==> src/shared/csci_pkg.sv <==
// Package for the channel setup command interpreter: codes, limits, carriers.
// Assumes one clock domain; all users import csci_pkg::*.
package csci_pkg;
  localparam int NUM_CH = 4;
  localparam int CH_W = 3;
  localparam int DAC_W = 12;
  localparam int BIAS_W = 12;
  localparam logic [4:0] EXCITATION_CURRENT_LEVEL_MAX = 5'h14;
  localparam logic [3:0] MODE_CHARGE = 4'h0;
  localparam logic [3:0] MODE_VOLT = 4'h1;
  localparam logic [3:0] MODE_CCS = 4'h2;
  localparam logic [3:0] MODE_ISO_CCS = 4'h6;
  localparam logic [3:0] MODE_MAX = 4'h9;
  localparam logic [3:0] MODE_DEF = 4'h2;
  localparam logic [4:0] EXCITATION_CURRENT_LEVEL_DEF = 5'h04;
  localparam logic [2:0] CPL_AC = 3'h0;
  localparam logic [2:0] CPL_DC = 3'h1;
  localparam logic [2:0] CPL_UP = 3'h2;
  localparam logic [2:0] CPL_DOWN = 3'h3;
  localparam logic [2:0] CPL_LEAVE = 3'h4;
  localparam logic [1:0] OSC_MAX = 2'h2;
  localparam logic [2:0] FAULT_NONE = 3'h7;
  localparam logic [DAC_W-1:0] DAC_MID = 12'h800;
  localparam logic [7:0] APP_BYTES = 8'h08;
  localparam logic [7:0] MEM_BYTES = 8'h20;
  localparam logic [7:0] DESC_MAX = 8'h28;

  typedef enum logic [3:0] {
    CSCI_OP_INPUT_MODE, CSCI_OP_EXCITATION, CSCI_OP_IN_FILTER, CSCI_OP_OUT_FILTER,
    CSCI_OP_LIMIT, CSCI_OP_COUPLING, CSCI_OP_TONE, CSCI_OP_DESC_READ,
    CSCI_OP_COMBINED, CSCI_OP_BIAS, CSCI_OP_STATUS, CSCI_OP_OTHER
  } csci_op_t;

  typedef enum logic [3:0] {
    CSCI_OK = 4'h0, CSCI_E_OPTION = 4'h1, CSCI_E_CHANNEL = 4'h2, CSCI_E_COMMAND = 4'h3,
    CSCI_E_UNIT = 4'h4, CSCI_E_FUNCTION = 4'h5, CSCI_E_PARAM = 4'h6
  } csci_err_t;

  // One parsed command from the line front end
  typedef struct packed {
    logic [7:0] unit;
    logic [CH_W-1:0] chan;
    csci_op_t op;
    logic query;
    logic has_value;
    logic [7:0] value;
  } csci_cmd_t;

  // Answer descriptor handed to the text formatter
  typedef struct packed {
    logic [7:0] unit;
    csci_op_t op;
    csci_err_t err;
    logic [CH_W-1:0] chan;
    logic [7:0] value;
    logic all_chan;
  } csci_rsp_t;

  typedef struct packed {
    logic [3:0] mode;
    logic in_filt;
    logic out_filt;
    logic limit;
    logic [2:0] coupling;
    logic [1:0] tone;
  } csci_chan_t;
endpackage

==> src/core/csci_offset_trim.sv <==
// One channel's offset DAC: zeroing load, manual trim, non-volatile keep.
// Assumes bias samples are valid when zero_load pulses.
module csci_offset_trim
  import csci_pkg::*;
#(
  parameter int W = DAC_W
) (
  input wire logic pclk,
  input wire logic presetn,
  input wire logic restore,
  input wire logic [W-1:0] saved_value,
  input wire logic zero_load,
  input wire logic [W-1:0] bias,
  input wire logic step_up,
  input wire logic step_down,
  output logic [W-1:0] dac_q
);
  logic [W-1:0] dac_d;

  always_comb begin
    dac_d = dac_q;
    if (restore) begin
      dac_d = saved_value;
    end else if (zero_load) begin
      dac_d = W'(DAC_MID - bias + DAC_MID);
    end else if (step_up && dac_q != {W{1'b1}}) begin
      dac_d = W'(dac_q + 1'b1);
    end else if (step_down && dac_q != '0) begin
      dac_d = W'(dac_q - 1'b1);
    end
  end

  always_ff @(posedge pclk or negedge presetn) begin
    if (!presetn) begin
      dac_q <= DAC_MID;
    end else begin
      dac_q <= dac_d;
    end
  end
endmodule

==> src/core/csci_interp.sv <==
// Command interpreter core: applies parsed commands, keeps channel state, forms answers.
// Assumes a text front end delivers csci_cmd_t and renders csci_rsp_t; APB control regs.
// Notes on behaviour
// - Input mode accepts codes 0 through 9 per channel.
// - Excitation is unit-wide, integer milliamps 0 to 20.
// - Excitation above zero moves voltage-mode channels to current-sensor mode.
// - Excitation zero moves current-sensor channels to voltage mode.
// - Unit-wide queries answer with the board's lowest channel number.
// - Input and output filter take 0 or 1 and read back the same.
// - Clamp takes 0 for buffered or 1 for enabled.
// - Coupling codes: AC, DC, trim up, trim down, leave trim.
// - AC to DC zeroes the offset DAC from bias; DC to DC keeps it.
// - Trim codes step the offset DAC up or down.
// - Leave-trim ends adjustment and sets DC coupling.
// - Offset values are saved at power-down and restored at power-up.
// - Coupling needs the variable fixed-step gain option.
// - Tone select: 0 off, 1 is 1000 Hz, 2 is 100 Hz.
// - Tone on forces charge mode and injects 100pC; current modes use 1mV/pC.
// - Tone needs the isolation module.
// - Descriptor read checks the application register status first, reads it if full.
// - Descriptor reply: presence flag, 8 application bytes if present, 32 memory bytes.
// - Descriptor data returned raw; query only, one specific channel.
// - Combined read is query only, specific channel, returns labelled settings.
// - Bias read is global query, all channels' bias levels.
// - Status read is global query, unit map then one map per channel.
// - Commands carry unit and channel; zero means global.
// - Nothing is answered for a command to all units.
// - Failures answer with a negative code, -1 to -6.
// - Channel fault map bits low on short, open, overload; 7 means clean.
module csci_interp
  import csci_pkg::*;
#(
  parameter int NCH = NUM_CH,
  parameter logic [7:0] FIRST_CH = 8'h01
) (
  input wire logic pclk,
  input wire logic presetn,
  input wire logic psel,
  input wire logic penable,
  input wire logic pwrite,
  input wire logic [11:0] paddr,
  input wire logic [31:0] pwdata,
  output logic [31:0] prdata,
  output logic pready,
  output logic pslverr,
  input wire logic cmd_valid,
  input wire csci_pkg::csci_cmd_t cmd,
  output logic cmd_ready,
  output logic rsp_valid,
  output csci_pkg::csci_rsp_t rsp,
  input wire logic rsp_ready,
  input wire logic power_down,
  input wire logic [NCH*DAC_W-1:0] nv_offsets,
  output logic [NCH*DAC_W-1:0] nv_store_data,
  output logic nv_store,
  input wire logic [NCH*BIAS_W-1:0] bias_levels,
  input wire logic [NCH*3-1:0] chan_faults,
  output logic desc_req,
  output logic [CH_W-1:0] desc_chan,
  input wire logic desc_done,
  input wire logic desc_app_full,
  output logic [NCH-1:0] tone_inject,
  output logic [NCH*DAC_W-1:0] offset_dac,
  output logic [NCH*$bits(csci_chan_t)-1:0] chan_cfg,
  output logic [4:0] excitation_current_level
);
  import csci_pkg::*;

  localparam logic [11:0] REG_OPTIONS = 12'h000;
  localparam logic [11:0] REG_UNIT_ID = 12'h004;
  localparam logic [11:0] REG_UNIT_STATUS = 12'h008;
  localparam logic [11:0] REG_STATE = 12'h00c;
  localparam logic [7:0] UNIT_ID_DEF = 8'h01;

  typedef enum logic [1:0] {CSCI_IDLE, CSCI_DESC_WAIT, CSCI_ANSWER} csci_state_t;

  csci_state_t state_q;
  csci_chan_t ch_q [NCH];
  logic [4:0] excitation_current_level_q;
  logic [7:0] unit_id_q;
  logic opt_var_gain_q;
  logic opt_isolation_q;
  logic [2:0] unit_status_q;
  logic restore_q;
  csci_cmd_t cur_q;
  logic [NCH-1:0] zero_q, up_q, down_q;
  logic [NCH*DAC_W-1:0] dac_w;
  csci_err_t err_d;
  logic silent_d;

  // Channel index from a 1-based channel number
  function automatic int ch_idx(input logic [CH_W-1:0] c);
    return int'(c) - 1;
  endfunction

  function automatic logic ch_ok(input logic [CH_W-1:0] c);
    return c != '0 && int'(c) <= NCH;
  endfunction

  // APB slave, zero-wait
  always_ff @(posedge pclk or negedge presetn) begin
    if (!presetn) begin
      prdata <= '0;
      pready <= 1'b0;
      pslverr <= 1'b0;
      unit_id_q <= UNIT_ID_DEF;
      opt_var_gain_q <= 1'b0;
      opt_isolation_q <= 1'b0;
      unit_status_q <= '0;
    end else begin
      pready <= psel && !penable;
      pslverr <= 1'b0;
      if (psel && !penable) begin
        prdata <= '0;
        unique case (paddr)
          REG_OPTIONS: begin
            if (pwrite) begin
              opt_var_gain_q <= pwdata[0];
              opt_isolation_q <= pwdata[1];
            end
            prdata <= {30'h0, opt_isolation_q, opt_var_gain_q};
          end
          REG_UNIT_ID: begin
            if (pwrite) begin
              unit_id_q <= pwdata[7:0];
            end
            prdata <= {24'h0, unit_id_q};
          end
          REG_UNIT_STATUS: begin
            if (pwrite) begin
              unit_status_q <= pwdata[2:0];
            end
            prdata <= 32'({chan_faults, unit_status_q});
          end
          REG_STATE: begin
            prdata <= {22'h0, state_q, excitation_current_level_q, 3'h0};
            pslverr <= pwrite;
          end
          default: begin
            pslverr <= 1'b1;
          end
        endcase
      end
    end
  end

  // Validity and error classification of the command in hand
  always_comb begin
    err_d = CSCI_OK;
    silent_d = cmd.unit == 8'h00;
    if (cmd.unit != unit_id_q && !silent_d) begin
      err_d = CSCI_E_UNIT;
    end else if (cmd.op == CSCI_OP_OTHER) begin
      err_d = CSCI_E_COMMAND;
    end else if (int'(cmd.chan) > NCH) begin
      err_d = CSCI_E_CHANNEL;
    end else if ((cmd.op == CSCI_OP_DESC_READ || cmd.op == CSCI_OP_COMBINED)
                 && cmd.chan == '0) begin
      err_d = CSCI_E_CHANNEL;
    end else if (!cmd.query && (cmd.op == CSCI_OP_DESC_READ || cmd.op == CSCI_OP_COMBINED
                 || cmd.op == CSCI_OP_BIAS || cmd.op == CSCI_OP_STATUS)) begin
      err_d = CSCI_E_FUNCTION;
    end else if (cmd.op == CSCI_OP_COUPLING && !opt_var_gain_q) begin
      err_d = CSCI_E_OPTION;
    end else if (cmd.op == CSCI_OP_TONE && !opt_isolation_q) begin
      err_d = CSCI_E_OPTION;
    end else if (!cmd.query && !cmd.has_value) begin
      err_d = CSCI_E_OPTION;
    end else if (!cmd.query) begin
      unique case (cmd.op)
        CSCI_OP_INPUT_MODE: if (cmd.value > 8'(MODE_MAX)) err_d = CSCI_E_PARAM;
        CSCI_OP_EXCITATION: if (cmd.value > 8'(EXCITATION_CURRENT_LEVEL_MAX)) err_d = CSCI_E_PARAM;
        CSCI_OP_IN_FILTER, CSCI_OP_OUT_FILTER, CSCI_OP_LIMIT:
          if (cmd.value > 8'h01) err_d = CSCI_E_PARAM;
        CSCI_OP_COUPLING: if (cmd.value > 8'(CPL_LEAVE)) err_d = CSCI_E_PARAM;
        CSCI_OP_TONE: if (cmd.value > 8'(OSC_MAX)) err_d = CSCI_E_PARAM;
        default: err_d = CSCI_OK;
      endcase
    end
  end

  assign cmd_ready = state_q == CSCI_IDLE;

  // Command sequencing
  always_ff @(posedge pclk or negedge presetn) begin
    if (!presetn) begin
      state_q <= CSCI_IDLE;
      cur_q <= '0;
      rsp_valid <= 1'b0;
      rsp <= '0;
      desc_req <= 1'b0;
      desc_chan <= '0;
    end else begin
      desc_req <= 1'b0;
      unique case (state_q)
        CSCI_IDLE: begin
          if (cmd_valid) begin
            cur_q <= cmd;
            rsp.unit <= cmd.unit;
            rsp.op <= cmd.op;
            rsp.err <= err_d;
            rsp.all_chan <= cmd.chan == '0 || cmd.op == CSCI_OP_BIAS
                            || cmd.op == CSCI_OP_STATUS;
            // Unit-wide value reports the board's first channel
            rsp.chan <= (cmd.op == CSCI_OP_EXCITATION) ? CH_W'(FIRST_CH) : cmd.chan;
            rsp.value <= (cmd.op == CSCI_OP_EXCITATION) ? {3'h0, excitation_current_level_q} : 8'h00;
            if (cmd.query && ch_ok(cmd.chan)) begin
              unique case (cmd.op)
                CSCI_OP_INPUT_MODE: rsp.value <= {4'h0, ch_q[ch_idx(cmd.chan)].mode};
                CSCI_OP_IN_FILTER: rsp.value <= {7'h0, ch_q[ch_idx(cmd.chan)].in_filt};
                CSCI_OP_OUT_FILTER: rsp.value <= {7'h0, ch_q[ch_idx(cmd.chan)].out_filt};
                CSCI_OP_LIMIT: rsp.value <= {7'h0, ch_q[ch_idx(cmd.chan)].limit};
                CSCI_OP_COUPLING: rsp.value <= {5'h0, ch_q[ch_idx(cmd.chan)].coupling};
                CSCI_OP_TONE: rsp.value <= {6'h0, ch_q[ch_idx(cmd.chan)].tone};
                default: ;
              endcase
            end
            if (silent_d) begin
              state_q <= CSCI_IDLE;
            end else if (err_d == CSCI_OK && cmd.op == CSCI_OP_DESC_READ) begin
              desc_req <= 1'b1;
              desc_chan <= cmd.chan;
              state_q <= CSCI_DESC_WAIT;
            end else begin
              rsp_valid <= 1'b1;
              state_q <= CSCI_ANSWER;
            end
          end
        end
        CSCI_DESC_WAIT: begin
          if (desc_done) begin
            // Presence flag then raw bytes; formatter streams 8+32 or 32 bytes
            rsp.value <= desc_app_full ? DESC_MAX : MEM_BYTES;
            rsp_valid <= 1'b1;
            state_q <= CSCI_ANSWER;
          end
        end
        CSCI_ANSWER: begin
          if (rsp_ready) begin
            rsp_valid <= 1'b0;
            state_q <= CSCI_IDLE;
          end
        end
      endcase
    end
  end

  wire accept = state_q == CSCI_IDLE && cmd_valid && err_d == CSCI_OK && !cmd.query;

  // Per-channel settings and excitation
  always_ff @(posedge pclk or negedge presetn) begin
    if (!presetn) begin
      excitation_current_level_q <= EXCITATION_CURRENT_LEVEL_DEF;
      for (int i = 0; i < NCH; i++) begin
        ch_q[i] <= '{mode: MODE_DEF, in_filt: 1'b0, out_filt: 1'b0, limit: 1'b0,
                     coupling: CPL_AC, tone: 2'h0};
      end
      zero_q <= '0;
      up_q <= '0;
      down_q <= '0;
    end else begin
      zero_q <= '0;
      up_q <= '0;
      down_q <= '0;
      if (accept) begin
        for (int i = 0; i < NCH; i++) begin
          if (cmd.op == CSCI_OP_EXCITATION) begin
            if (cmd.value != 8'h00 && ch_q[i].mode == MODE_VOLT) begin
              ch_q[i].mode <= MODE_CCS;
            end else if (cmd.value == 8'h00 && ch_q[i].mode == MODE_CCS) begin
              ch_q[i].mode <= MODE_VOLT;
            end
          end else if (cmd.chan == '0 || ch_idx(cmd.chan) == i) begin
            unique case (cmd.op)
              CSCI_OP_INPUT_MODE: ch_q[i].mode <= cmd.value[3:0];
              CSCI_OP_IN_FILTER: ch_q[i].in_filt <= cmd.value[0];
              CSCI_OP_OUT_FILTER: ch_q[i].out_filt <= cmd.value[0];
              CSCI_OP_LIMIT: ch_q[i].limit <= cmd.value[0];
              CSCI_OP_COUPLING: begin
                unique case (cmd.value[2:0])
                  CPL_AC: ch_q[i].coupling <= CPL_AC;
                  CPL_DC: begin
                    ch_q[i].coupling <= CPL_DC;
                    zero_q[i] <= ch_q[i].coupling == CPL_AC;
                  end
                  CPL_UP: up_q[i] <= 1'b1;
                  CPL_DOWN: down_q[i] <= 1'b1;
                  default: ch_q[i].coupling <= CPL_DC;
                endcase
              end
              CSCI_OP_TONE: begin
                ch_q[i].tone <= cmd.value[1:0];
                if (cmd.value != 8'h00) begin
                  ch_q[i].mode <= MODE_CHARGE;
                end
              end
              default: ;
            endcase
          end
        end
        if (cmd.op == CSCI_OP_EXCITATION) begin
          excitation_current_level_q <= cmd.value[4:0];
        end
      end
    end
  end

  // Restore offsets one cycle after reset release
  always_ff @(posedge pclk or negedge presetn) begin
    if (!presetn) begin
      restore_q <= 1'b1;
    end else begin
      restore_q <= 1'b0;
    end
  end

  for (genvar g = 0; g < NCH; g++) begin : g_trim
    csci_offset_trim #(.W(DAC_W)) u_trim (
      .pclk(pclk),
      .presetn(presetn),
      .restore(restore_q),
      .saved_value(nv_offsets[g*DAC_W +: DAC_W]),
      .zero_load(zero_q[g]),
      .bias(bias_levels[g*BIAS_W +: BIAS_W]),
      .step_up(up_q[g]),
      .step_down(down_q[g]),
      .dac_q(dac_w[g*DAC_W +: DAC_W])
    );
  end

  // Registered outputs to the analog side
  always_ff @(posedge pclk or negedge presetn) begin
    if (!presetn) begin
      nv_store <= 1'b0;
      nv_store_data <= '0;
      tone_inject <= '0;
      offset_dac <= '0;
      chan_cfg <= '0;
      excitation_current_level <= '0;
    end else begin
      nv_store <= power_down;
      if (power_down) begin
        nv_store_data <= dac_w;
      end
      offset_dac <= dac_w;
      excitation_current_level <= excitation_current_level_q;
      for (int i = 0; i < NCH; i++) begin
        tone_inject[i] <= ch_q[i].tone != 2'h0;
        chan_cfg[i*$bits(csci_chan_t) +: $bits(csci_chan_t)] <= ch_q[i];
      end
    end
  end
endmodule

==> config.mk <==
export PLATFORM = sky130hd
export DESIGN_NAME = csci_interp
export DESIGN_NICKNAME = d
export VERILOG_FILES = /design/src/shared/csci_pkg.sv /design/src/core/csci_offset_trim.sv /design/src/core/csci_interp.sv
export SDC_FILE = /design/constraint.sdc
export NUM_CORES = 1
export LEC_CHECK = 0
export ABC_AREA = 1
export BUFFER_PORTS_ARGS = -buffer_cell sky130_fd_sc_hd__buf_2
export CORE_ASPECT_RATIO = 0.5
export CORE_MARGIN = 4
export CORE_UTILIZATION = 50
export DETAILED_ROUTE_END_ITERATION = 7
export PLACE_DENSITY = 0.8
export SLEW_MARGIN = 20
export SYNTH_ARGS = -nofsm -noshare
export SYNTH_HDL_FRONTEND = slang
export SYNTH_HIERARCHICAL = 1
export SYNTH_SLANG_ARGS = --single-unit
==> constraint.sdc <==
create_clock -name pclk -period 2 [get_ports pclk]
set_input_delay 0.1 -clock pclk [delete_from_list [all_inputs] [get_ports pclk]]
set_output_delay 0.1 -clock pclk [all_outputs]
set_load 0.01 [all_outputs]
==> results of run 1 <==
through the flow:
stage	hold slack [ns]	instance area [um^2]	total power [mW]	util [%]	worst slack [ns]
floorplan	-0.1956	18250	10.73	-	-0.06101
global placement	0.03368	21850	13.06	62.95	-0.2158
detailed placement	0.03580	21850	13.20	62.95	-0.2497
CTS	0.007288	25150	19.65	72.44	-0.1880
global route	0.004546	26190	21.39	75.44	-0.3452
finish	0.009098	26190	20.36	75.44	-0.2572
placed cells by master, fill, tap and decap left out, types with 61 or more instances in the layout:
master / n
buf_2: 355
nand2_1: 533
buf_4: 223
nand4_1: 61
inv_1: 247
dfrtp_1: 301
nor2_1: 213
nand3_1: 137
dlygate4sd3_1: 120
nand2_2: 94
o21ai_0: 92
worst max-delay path, cell delays in order, from the launching register on:
cell	delay [ns]
dfstp_2	0.54
nand2_2	0.06
nor2_4	0.12
nand3_4	0.15
nand2_8	0.19
ha_4	0.25
nand2_4	0.09
nand2_2	0.05
nand2_2	0.08
nand2_2	0.05
nand2_2	0.07
nand4_1	0.16
nand3_2	0.14
nand3_2	0.06
nand2_1	0.06
nand2_1	0.05
worst paths after layout:
path / to / slack, ns / cells after the start
max: g_trim[1].u_trim/dac_q[9]$_DFFE_PN0P_ / -0.26 / 15
min: excitation_current_level_q[1]$_DFFE_PN0P_ / 0.009 / 4
max reg2reg: g_trim[1].u_trim/dac_q[9]$_DFFE_PN0P_ / -0.26 / 15
min reg2reg: chan_cfg[31]$_DFF_PN0_ / 0.38 / 0
max in group asynchronous: nv_store_data[3]$_DFFE_PN0P_ / 1.19 / 3
min in group asynchronous: prdata[10]$_DFFE_PN0P_ / 0.04 / 2
power groups by stage:
stage	Clock (mW)	Sequential, mW	Combinational (mW)
after CTS	5.84	7.43	6.38
after global routing	6.15	7.54	7.70
after detailed placement	0	7.54	5.66
after global placement	0	7.52	5.54
final	5.77	7.46	7.13
after floorplan	0	7.96	2.77
layout make-up:
type | instances | share of cell area [%]
clock buffer | 38 | 3.091
clock inverter | 16 | 0.6211
inverter | 287 | 4.209
multi-input combinational | 1653 | 39.74
sequential | 314 | 30.07
tap | 475 | 2.270
timing repair buffer | 736 | 20.00
state kept, by name, summed over array words and instances, names as in the netlist, 2 cells and up:
name and flops:
rsp 25, ch_q 40, prdata 15, state_q 2
zero_q 4, unit_status_q 3, nv_store_data 48, g_trim.u_trim/dac_q 48
unit_id_q 8, chan_cfg 40, up_q 4, desc_chan 3
excitation_current_level_q 5, tone_inject 4, down_q 4, offset_dac 48
excitation_current_level 5
what timing repair did:
| item | CTS | global route |
|---|---|---|
| hold endpoints to repair | 412 | 5 |
| resized for setup | 195 | 242 |
| buffers inserted | 25 | 15 |
| setup endpoints to repair | 90 | 109 |
| gates cloned | 7 | 1 |
| hold buffers | 120 | 2 |
| pin swaps | 103 | 153 |
cells by family after synthesis:
logic type / count (synthesis)
muxes: 54
buffers and inverters: 366
other: 1
and+or+nand+nor: 1232
adders and majority gates: 61
xor gates and xnor gates: 16
AOI/OAI and AO/OA: 257
DFF: 314
metal layers:
layer,wire length (um),vias up,part of all wire (%)
met3,5112,264,7.9
met5,0,-,0
met4,3523,0,5.5
met2,32090,1092,50
met1,23610,9083,37
li1,-,8841,-
==> results.cfg, run 1 <==
[status]
outcome = finished, violations left
violations = setup timing

[grt]
grtUsageMet2_pct = 54.95
antenna_found_initial = 0
grt_usage_pct = 31.12
grt_max_degree = 65
grtUsageMet1_pct = 37.79
gr-total-overflow = 0
busiest_layer = met2
grt_pass1_vias = 18830
use_met3_pct = 5.272
grt_pass1_wl_um = 97700

[clock_tree]
path_clk_slew_ns = 0.07
clock_sinks = 314
cts_buffers = 29
clock_path_buffers = 3
clock_latency_ns = 0.58
cts-htree-levels = 1
root_buffer = clkbuf_16
cts_tree = built

[timing]
fin_setup_tns_ns = -8.441
skew_ns = 0.01315
grt_setup_unrepaired = yes
tightest_slew_ns = 0.5909
setup_slack_ns = -0.2572
slew_headroom_pct = 60.57
post-route-period-util_pct = 112.9
fin_crit_ns = 2.257
fmax_mhz = 443.0
final-setup-viol-count = 83
hold_viol_final = 0
drv_slew = 0

[power_and_ir_drop]
powerDensity_nw_per_um2 = 777.7
p_sw_mw = 7.099
power.share.sequential_pct = 36.6
ir_worst_vdd_uv = 655.6
netSwitchingFraction_pct = 34.86
power_frac_clock_pct = 28.3
leakagePower_nw = 13.10
pwr-share-comb_pct = 35.0
p_int_mw = 13.27

[min_path]
min_from = cmd[1]
hp-class = primary input to flop

[detailed_routing]
ant_nets = 0
drt_iter0_drc = 1797
vias = 19280
wirelength_um = 64330
dr.pass1.iters = 6
wire_per_inst_um = 18.28
drc = 0
vias_per_cell = 5.479

[finish]
nets = 3269
drive_gt1_share_pct = 37.09
n_antenna_cell = 0
area_growth_pct = 47.60
multi_input_area_um2 = 10410
fill_cells = 2395
seq_area_um2 = 7874
fin_cells = 3519

[synth]
synth-simple-area-share_pct = 29.94
synth_xor_area_share_pct = 0.7898
synth_top_family_by_area = simple AND/OR/NAND/NOR gates
muxShareOfSynthArea_pct = 3.427
synth_compound_area_share_pct = 8.068
synth_top_area_share_pct = 42.74
ys_ff_latch = 314
ys_warn_count = 6
netlist_area_um2 = 17740
yosys.area.top_type = dfrtp_1
synth_area_per_cell_um2 = 7.711
synthArstFlopShare_pct = 100.0
ys_types = 53
synth.area.top_cells = dfrtp_1 (43%), nand2_1 (14%), inv_1 (5.7%)
ys.flop_type = dfrtp_1
synth_enable_flop_cells = 0
syn_inst = 2301
synth_fa_ha_area_share_pct = 4.471
ys_top_cells_by_count = nand2_1 (664), dfrtp_1 (303), inv_1 (268)
yosys.cell_count.top_type = nand2_1
synth-seq-area-share_pct = 44.37

[die]
ioPinCount = 409
start_util_pct = 51.11
die_y_um = 141.2
die_area_um2 = 38750
core_um2 = 34710
fp.dieW_um = 274.4
num_rows = 48

[setup_path]
start_kind = flop
worstPathArrival_ns = 2.73
crit_fanout = 7
crit_type = flop to flop
end_kind = flop
cp_data_required_time_ns = 2.47
r2r_start = g_trim[1].u_trim/dac_q[11]$_DFFE_PN1P_
startpoint = g_trim[1].u_trim/dac_q[11]$_DFFE_PN1P_

[place]
io_buffer_count = 356
dp_hpwl_um = 42470
gp_congestion = 0.9647
dp.cells = 3301

[job]
maxCapViolCount = 0
Power figures use the tool's default switching activity.
==> inputs of run 2 (changes only) <==
Settings changed: PLACE_DENSITY 0.8 to 0.77.
Clock period 2 ns to 2.69 ns, I/O delays scaled along.
==> run 2 against run 1 <==
The run now ends clean. Critical path depth down 2. Flip-flop and latch count unchanged. Utilization down 11 points. Combinational power down 46%. Die area unchanged. Non-clock buffer count down 207. Via count down 11%. Sequential power down 25%. Largest cell class unchanged. Largest power group unchanged. Highest routed layer unchanged.
==> results.cfg, run 2 (synthesis results as in run 1) <==
[clock_tree]
clock_path_buffers = 3
clock_sinks = 314
path_clk_slew_ns = 0.07
cts-htree-levels = 1
root_buffer = clkbuf_16
cts_buffers = 30
clock_latency_ns = 0.57
cts_tree = built

[detailed_routing]
dr.pass1.iters = 5
wire_per_inst_um = 16.24
drc = 0
ant_nets = 0
wirelength_um = 53700
drt_iter0_drc = 1351
vias_per_cell = 5.202
vias = 17200

[die]
die_y_um = 141.2
ioPinCount = 409
start_util_pct = 51.11
num_rows = 48
die_area_um2 = 38750
core_um2 = 34710
fp.dieW_um = 274.4

[setup_path]
setup.worst_path.end = g_trim[2].u_trim/dac_q[5]$_DFFE_PN0P_
rrSetupSlack_ns = 0.20
reg2reg_depth = 13
crit_type = flop to flop
start_kind = flop
cp_data_required_time_ns = 3.19
end_kind = flop
r2r-end = g_trim[2].u_trim/dac_q[5]$_DFFE_PN0P_
crit_fanout = 14
startpoint = g_trim[2].u_trim/dac_q[11]$_DFFE_PN1P_
worstPathArrival_ns = 3.00
r2r_start = g_trim[2].u_trim/dac_q[11]$_DFFE_PN1P_

[timing]
tightest_slew_ns = 0.7061
grt_setup_unrepaired = no
drv_slew = 0
post-route-period-util_pct = 92.60
fmax_mhz = 401.4
fin_setup_tns_ns = 0
skew_ns = 0.01448
setup_slack_ns = 0.1990
hold_viol_final = 0
final-setup-viol-count = 0
fin_crit_ns = 2.491
slew_headroom_pct = 52.49

[power_and_ir_drop]
p_int_mw = 9.169
power.share.sequential_pct = 40.7
pwr-share-comb_pct = 28.1
power_frac_clock_pct = 31.2
ir_worst_vdd_uv = 514.2
leakagePower_nw = 11.63
p_sw_mw = 4.500
netSwitchingFraction_pct = 32.92
powerDensity_nw_per_um2 = 611.7

[grt]
grt_usage_pct = 27.21
grt_max_degree = 92
antenna_found_initial = 0
grt_pass1_vias = 16440
grt_pass1_wl_um = 85770
gr-total-overflow = 0

[place]
dp.cells = 3147
dp_slack_ns = 0.2521
dp_hpwl_um = 39240
gp_congestion = 0.9400
io_buffer_count = 356
placed_area_um2 = 20290

[finish]
layout_commonest_cell = nand2_1
fin_cells = 3307
drive_gt1_share_pct = 20.87
reg.largest.list = g_trim.u_trim/dac_q (48), nv_store_data (48), offset_dac (48)
area_growth_pct = 25.96
nets = 3059
fill_cells = 2942
final_cell_mix = nand2_1 (664), buf_2 (355), dfrtp_1 (303)
n_antenna_cell = 0
stdcell_area_um2 = 22350

[min_path]
hp-class = primary input to flop

[job]
maxCapViolCount = 0

[status]
outcome = finished, final reports clean
==> run 2: changes by cell type in the layout (fill, tap and decap cells not counted), sizes merged <==
cell / change
clkbuf: +4
buf: -193
clkinvlp: -2
dlygate4sd3: -13
nand2: -4
clkinv: -1
inv: -3
==> run 2: what timing repair did <==
action                                 CTS  global route
setup endpoints to repair                0             2
hold buffers                           107             0
endpoints found under the hold margin  294             0
setup buffers                            0             0
resized for setup                        0             1
==> run 2: layer usage <==
| layer | global-route usage [%] | share of wire (%) |
|---|---|---|
| met5 | 0 | 0 |
| met4 | 8.575 | 3.5 |
| met3 | 4.133 | 6.5 |
| met2 | 46.83 | 49 |
| met1 | 35.70 | 41 |
==> run 2: critical path, cell delays in order (launching register included) <==
cell	delay, ns
dfstp_2	0.61
nand2_1	0.07
nor2_1	0.13
nand3_2	0.16
nand2_8	0.17
ha_1	0.32
nand2_1	0.11
nand3_1	0.18
a21oi_1	0.22
xor2_1	0.22
nand2_1	0.08
nand2_1	0.06
nand2_1	0.05
nand2_1	0.05
==> run 2: worst min-delay path by stage <==
stage | startpoint | to | slack (ns) | cells after the start
2_1_floorplan | presetn | ch_q[0]$_DFFE_PN0P_ | -0.16 | 0
3_3_place_gp | presetn | g_trim[3].u_trim/dac_q[8]$_DFFE_PN0P_ | 0.08 | 1
3_5_place_dp | presetn | g_trim[3].u_trim/dac_q[5]$_DFFE_PN0P_ | 0.08 | 1
4_1_cts | bias_levels[10] | g_trim[0].u_trim/dac_q[10]$_DFFE_PN0P_ | 0.001 | 7
5_1_grt | paddr[11] | prdata[3]$_DFFE_PN0P_ | 0.05 | 6
6_report | bias_levels[17] | g_trim[1].u_trim/dac_q[5]$_DFFE_PN0P_ | 0.02 | 6
==> run 2: area by class of cell <==
type	count	area, um^2	share of cell area [%]
Timing Repair Buffer	529	3408	15.25
Sequential cell	314	7871	35.22
Tap cell	475	594.3	2.659
Clock inverter	10	135.1	0.6047
Inverter	287	1097	4.910
Clock buffer	43	839.6	3.757
Multi-Input combinational cell	1649	8402	37.60
==> run 2: stage by stage <==
stage                     utilization (%)  hold slack (ns)  power [mW]
after CTS                           64.35         0.001189       13.73
after floorplan                         -          -0.1611       7.848
final                               64.38          0.02431       13.67
after global placement              58.46          0.07877       9.241
after global routing                64.38          0.04779       14.46
after detailed placement            58.46          0.07843       9.315
==> run 2: power groups by stage <==
stage / combinational, mW / clock [mW] / sequential, mW
2_1_floorplan: 1.96 / 0 / 5.89
3_3_place_gp: 3.62 / 0 / 5.62
3_5_place_dp: 3.68 / 0 / 5.64
4_1_cts: 3.81 / 4.36 / 5.56
5_1_grt: 4.29 / 4.55 / 5.62
6_report: 3.84 / 4.27 / 5.56
==> inputs of run 3 (changes only) <==
Settings changed: CORE_MARGIN 4 to default.
==> run 3 against run 2 <==
First-iteration DRC count shrank 1.4%. Sequential power is essentially flat. Non-clock buffer count is the same. Wire length shrank 2.1%. Highest routed layer unchanged.
==> results.cfg, run 3 (synthesis results as in run 1) <==
[setup_path]
path_common_cell = inv_1
rrSetupSlack_ns = 0.23
r2r_start = g_trim[2].u_trim/dac_q[11]$_DFFE_PN1P_
end_kind = flop
crit_type = primary input to flop
worstPathArrival_ns = 2.91
path_buf_inv = 5
critPathSlowestCell = dlygate4sd3_1
slowest_delay_ns = 0.55
cp_cell_sequence = dlygate4sd3_1 -> buf_2 -> inv_1 -> ha_1 -> inv_1 -> ha_1 -> a21oi_1 -> inv_1 -> nor2_1 -> nand4_2 -> nor3_4 -> nand4_1 -> nor2_1
cp_top_family = simple AND/OR/NAND/NOR gates
r2r-end = g_trim[2].u_trim/dac_q[5]$_DFFE_PN0P_
start_kind = primary input
crit_fanout = 5
cp_data_required_time_ns = 3.13
reg2reg_depth = 13

[detailed_routing]
ant_nets = 0
vias_per_cell = 5.207
drc = 0
vias = 17220
wire_per_inst_um = 15.89
drt_iter0_drc = 1332
dr.pass1.iters = 5
wirelength_um = 52560

[timing]
fin_crit_ns = 2.467
setup_slack_ns = 0.2231
slew_headroom_pct = 37.94
fin_hold_ws_ns = 0.009933
drv_slew = 0
post-route-period-util_pct = 91.71
final-setup-viol-count = 0
fin_setup_tns_ns = 0
tightest_slew_ns = 0.9224
fmax_mhz = 405.4
skew_ns = 0.01430
grt_setup_unrepaired = no
hold_viol_final = 0

[place]
gp_congestion = 0.9331
dp_slack_ns = 0.2385
io_buffer_count = 356
dp_hpwl_um = 38090
placed_area_um2 = 20310

[die]
ioPinCount = 409
fp.dieW_um = 268.4
die_area_um2 = 36290
core_um2 = 34710
start_util_pct = 51.11
num_rows = 48
die_y_um = 135.2

[finish]
stdcell_area_um2 = 22380
reg.largest.list = g_trim.u_trim/dac_q (48), nv_store_data (48), offset_dac (48)
finish.utilization_pct = 64.46
fill_cells = 3048
n_antenna_cell = 0
drive_gt1_share_pct = 21.08
area_growth_pct = 26.13
final_cell_mix = nand2_1 (664), buf_2 (355), dfrtp_1 (303)
layout_commonest_cell = nand2_1
seq_area_um2 = 7871
multi_input_area_um2 = 8402
nets = 3058

[power_and_ir_drop]
power_frac_clock_pct = 31.5
leakagePower_nw = 11.65
p_sw_mw = 4.516
power.share.sequential_pct = 40.5
ir_worst_vdd_uv = 419.1
pwr-share-comb_pct = 28.1
netSwitchingFraction_pct = 32.88
p_int_mw = 9.217
powerDensity_nw_per_um2 = 613.7

[clock_tree]
cts_buffers = 29
path_clk_slew_ns = 0.07
clock_sinks = 314
clock_path_buffers = 3
cts_tree = built
cts_setup_buffers = 0
cts-htree-levels = 1
clock_latency_ns = 0.58
root_buffer = clkbuf_16

[min_path]
holdPathEnd = g_trim[0].u_trim/dac_q[10]$_DFFE_PN0P_
holdPathStages = 7
min_from = bias_levels[10]
hp-class = primary input to flop

[grt]
grt_max_degree = 79
grt_pass1_wl_um = 82600
grt_usage_pct = 28.60
grt_pass1_vias = 16030
gr-total-overflow = 0
antenna_found_initial = 1

[status]
outcome = finished, final reports clean

[job]
maxCapViolCount = 0
[run 3: worst max path at each step]
| stage | startpoint | to | slack [ns] | depth (start not counted) |
|---|---|---|---|---|
| after global routing | cmd[1] | up_q[2]$_DFF_PN0_ | 0.02 | 17 |
| final | cmd[15] | up_q[2]$_DFF_PN0_ | 0.22 | 13 |
| after global placement | g_trim[1].u_trim/dac_q[11]$_DFFE_PN1P_ | g_trim[1].u_trim/dac_q[7]$_DFFE_PN0P_ | 0.31 | 15 |
| after detailed placement | g_trim[2].u_trim/dac_q[11]$_DFFE_PN1P_ | g_trim[2].u_trim/dac_q[5]$_DFFE_PN0P_ | 0.24 | 13 |
| after floorplan | cmd[14] | ch_q[6]$_DFFE_PN0P_ | 0.25 | 15 |
| after CTS | g_trim[2].u_trim/dac_q[11]$_DFFE_PN1P_ | g_trim[2].u_trim/dac_q[5]$_DFFE_PN0P_ | 0.22 | 13 |
[run 3: power groups by stage]
stage / Combinational, mW / Clock, mW / Sequential [mW]
after floorplan: 1.96 / 0 / 5.89
after global placement: 3.62 / 0 / 5.62
after detailed placement: 3.68 / 0 / 5.64
after CTS: 3.82 / 4.38 / 5.56
after global routing: 4.29 / 4.56 / 5.63
final: 3.85 / 4.32 / 5.56
[run 3: layout make-up]
cell class / count / share of cell area (%)
clock buffer: 37 / 3.601
clock inverter: 16 / 0.8331
inverter: 287 / 4.904
multi-input combinational: 1649 / 37.55
sequential: 314 / 35.17
tap: 475 / 2.656
timing repair buffer: 529 / 15.29
[run 3: worst min-delay path, stage by stage]
cell and delay, ns:
buf_2 0.08, nand3_1 0.07, nand2_1 0.08, a21oi_1 0.06, nand2_1 0.05, nand2_1 0.04, nand2_1 0.04
[run 3: per-stage QoR]
stage,power (mW),instances
CTS,13.75,3307
finish,13.73,3307
detailed placement,9.314,3147
global placement,9.245,3147
floorplan,7.848,2329
global route,14.48,3307
[run 3: what timing repair did]
action                     4_1_cts  5_1_grt
resized for setup                0        1
hold buffers                   107        0
setup endpoints to repair        0        1
hold endpoints to repair       413        0
[run 3: routing by layer]
layer,GRT usage [%],vias up,part of all wire [%]
met4,11.14,0,4.1
li1,-,8395,-
met5,0,-,0
met2,47.99,651,48
met3,4.453,138,6.2
met1,37.40,8034,42
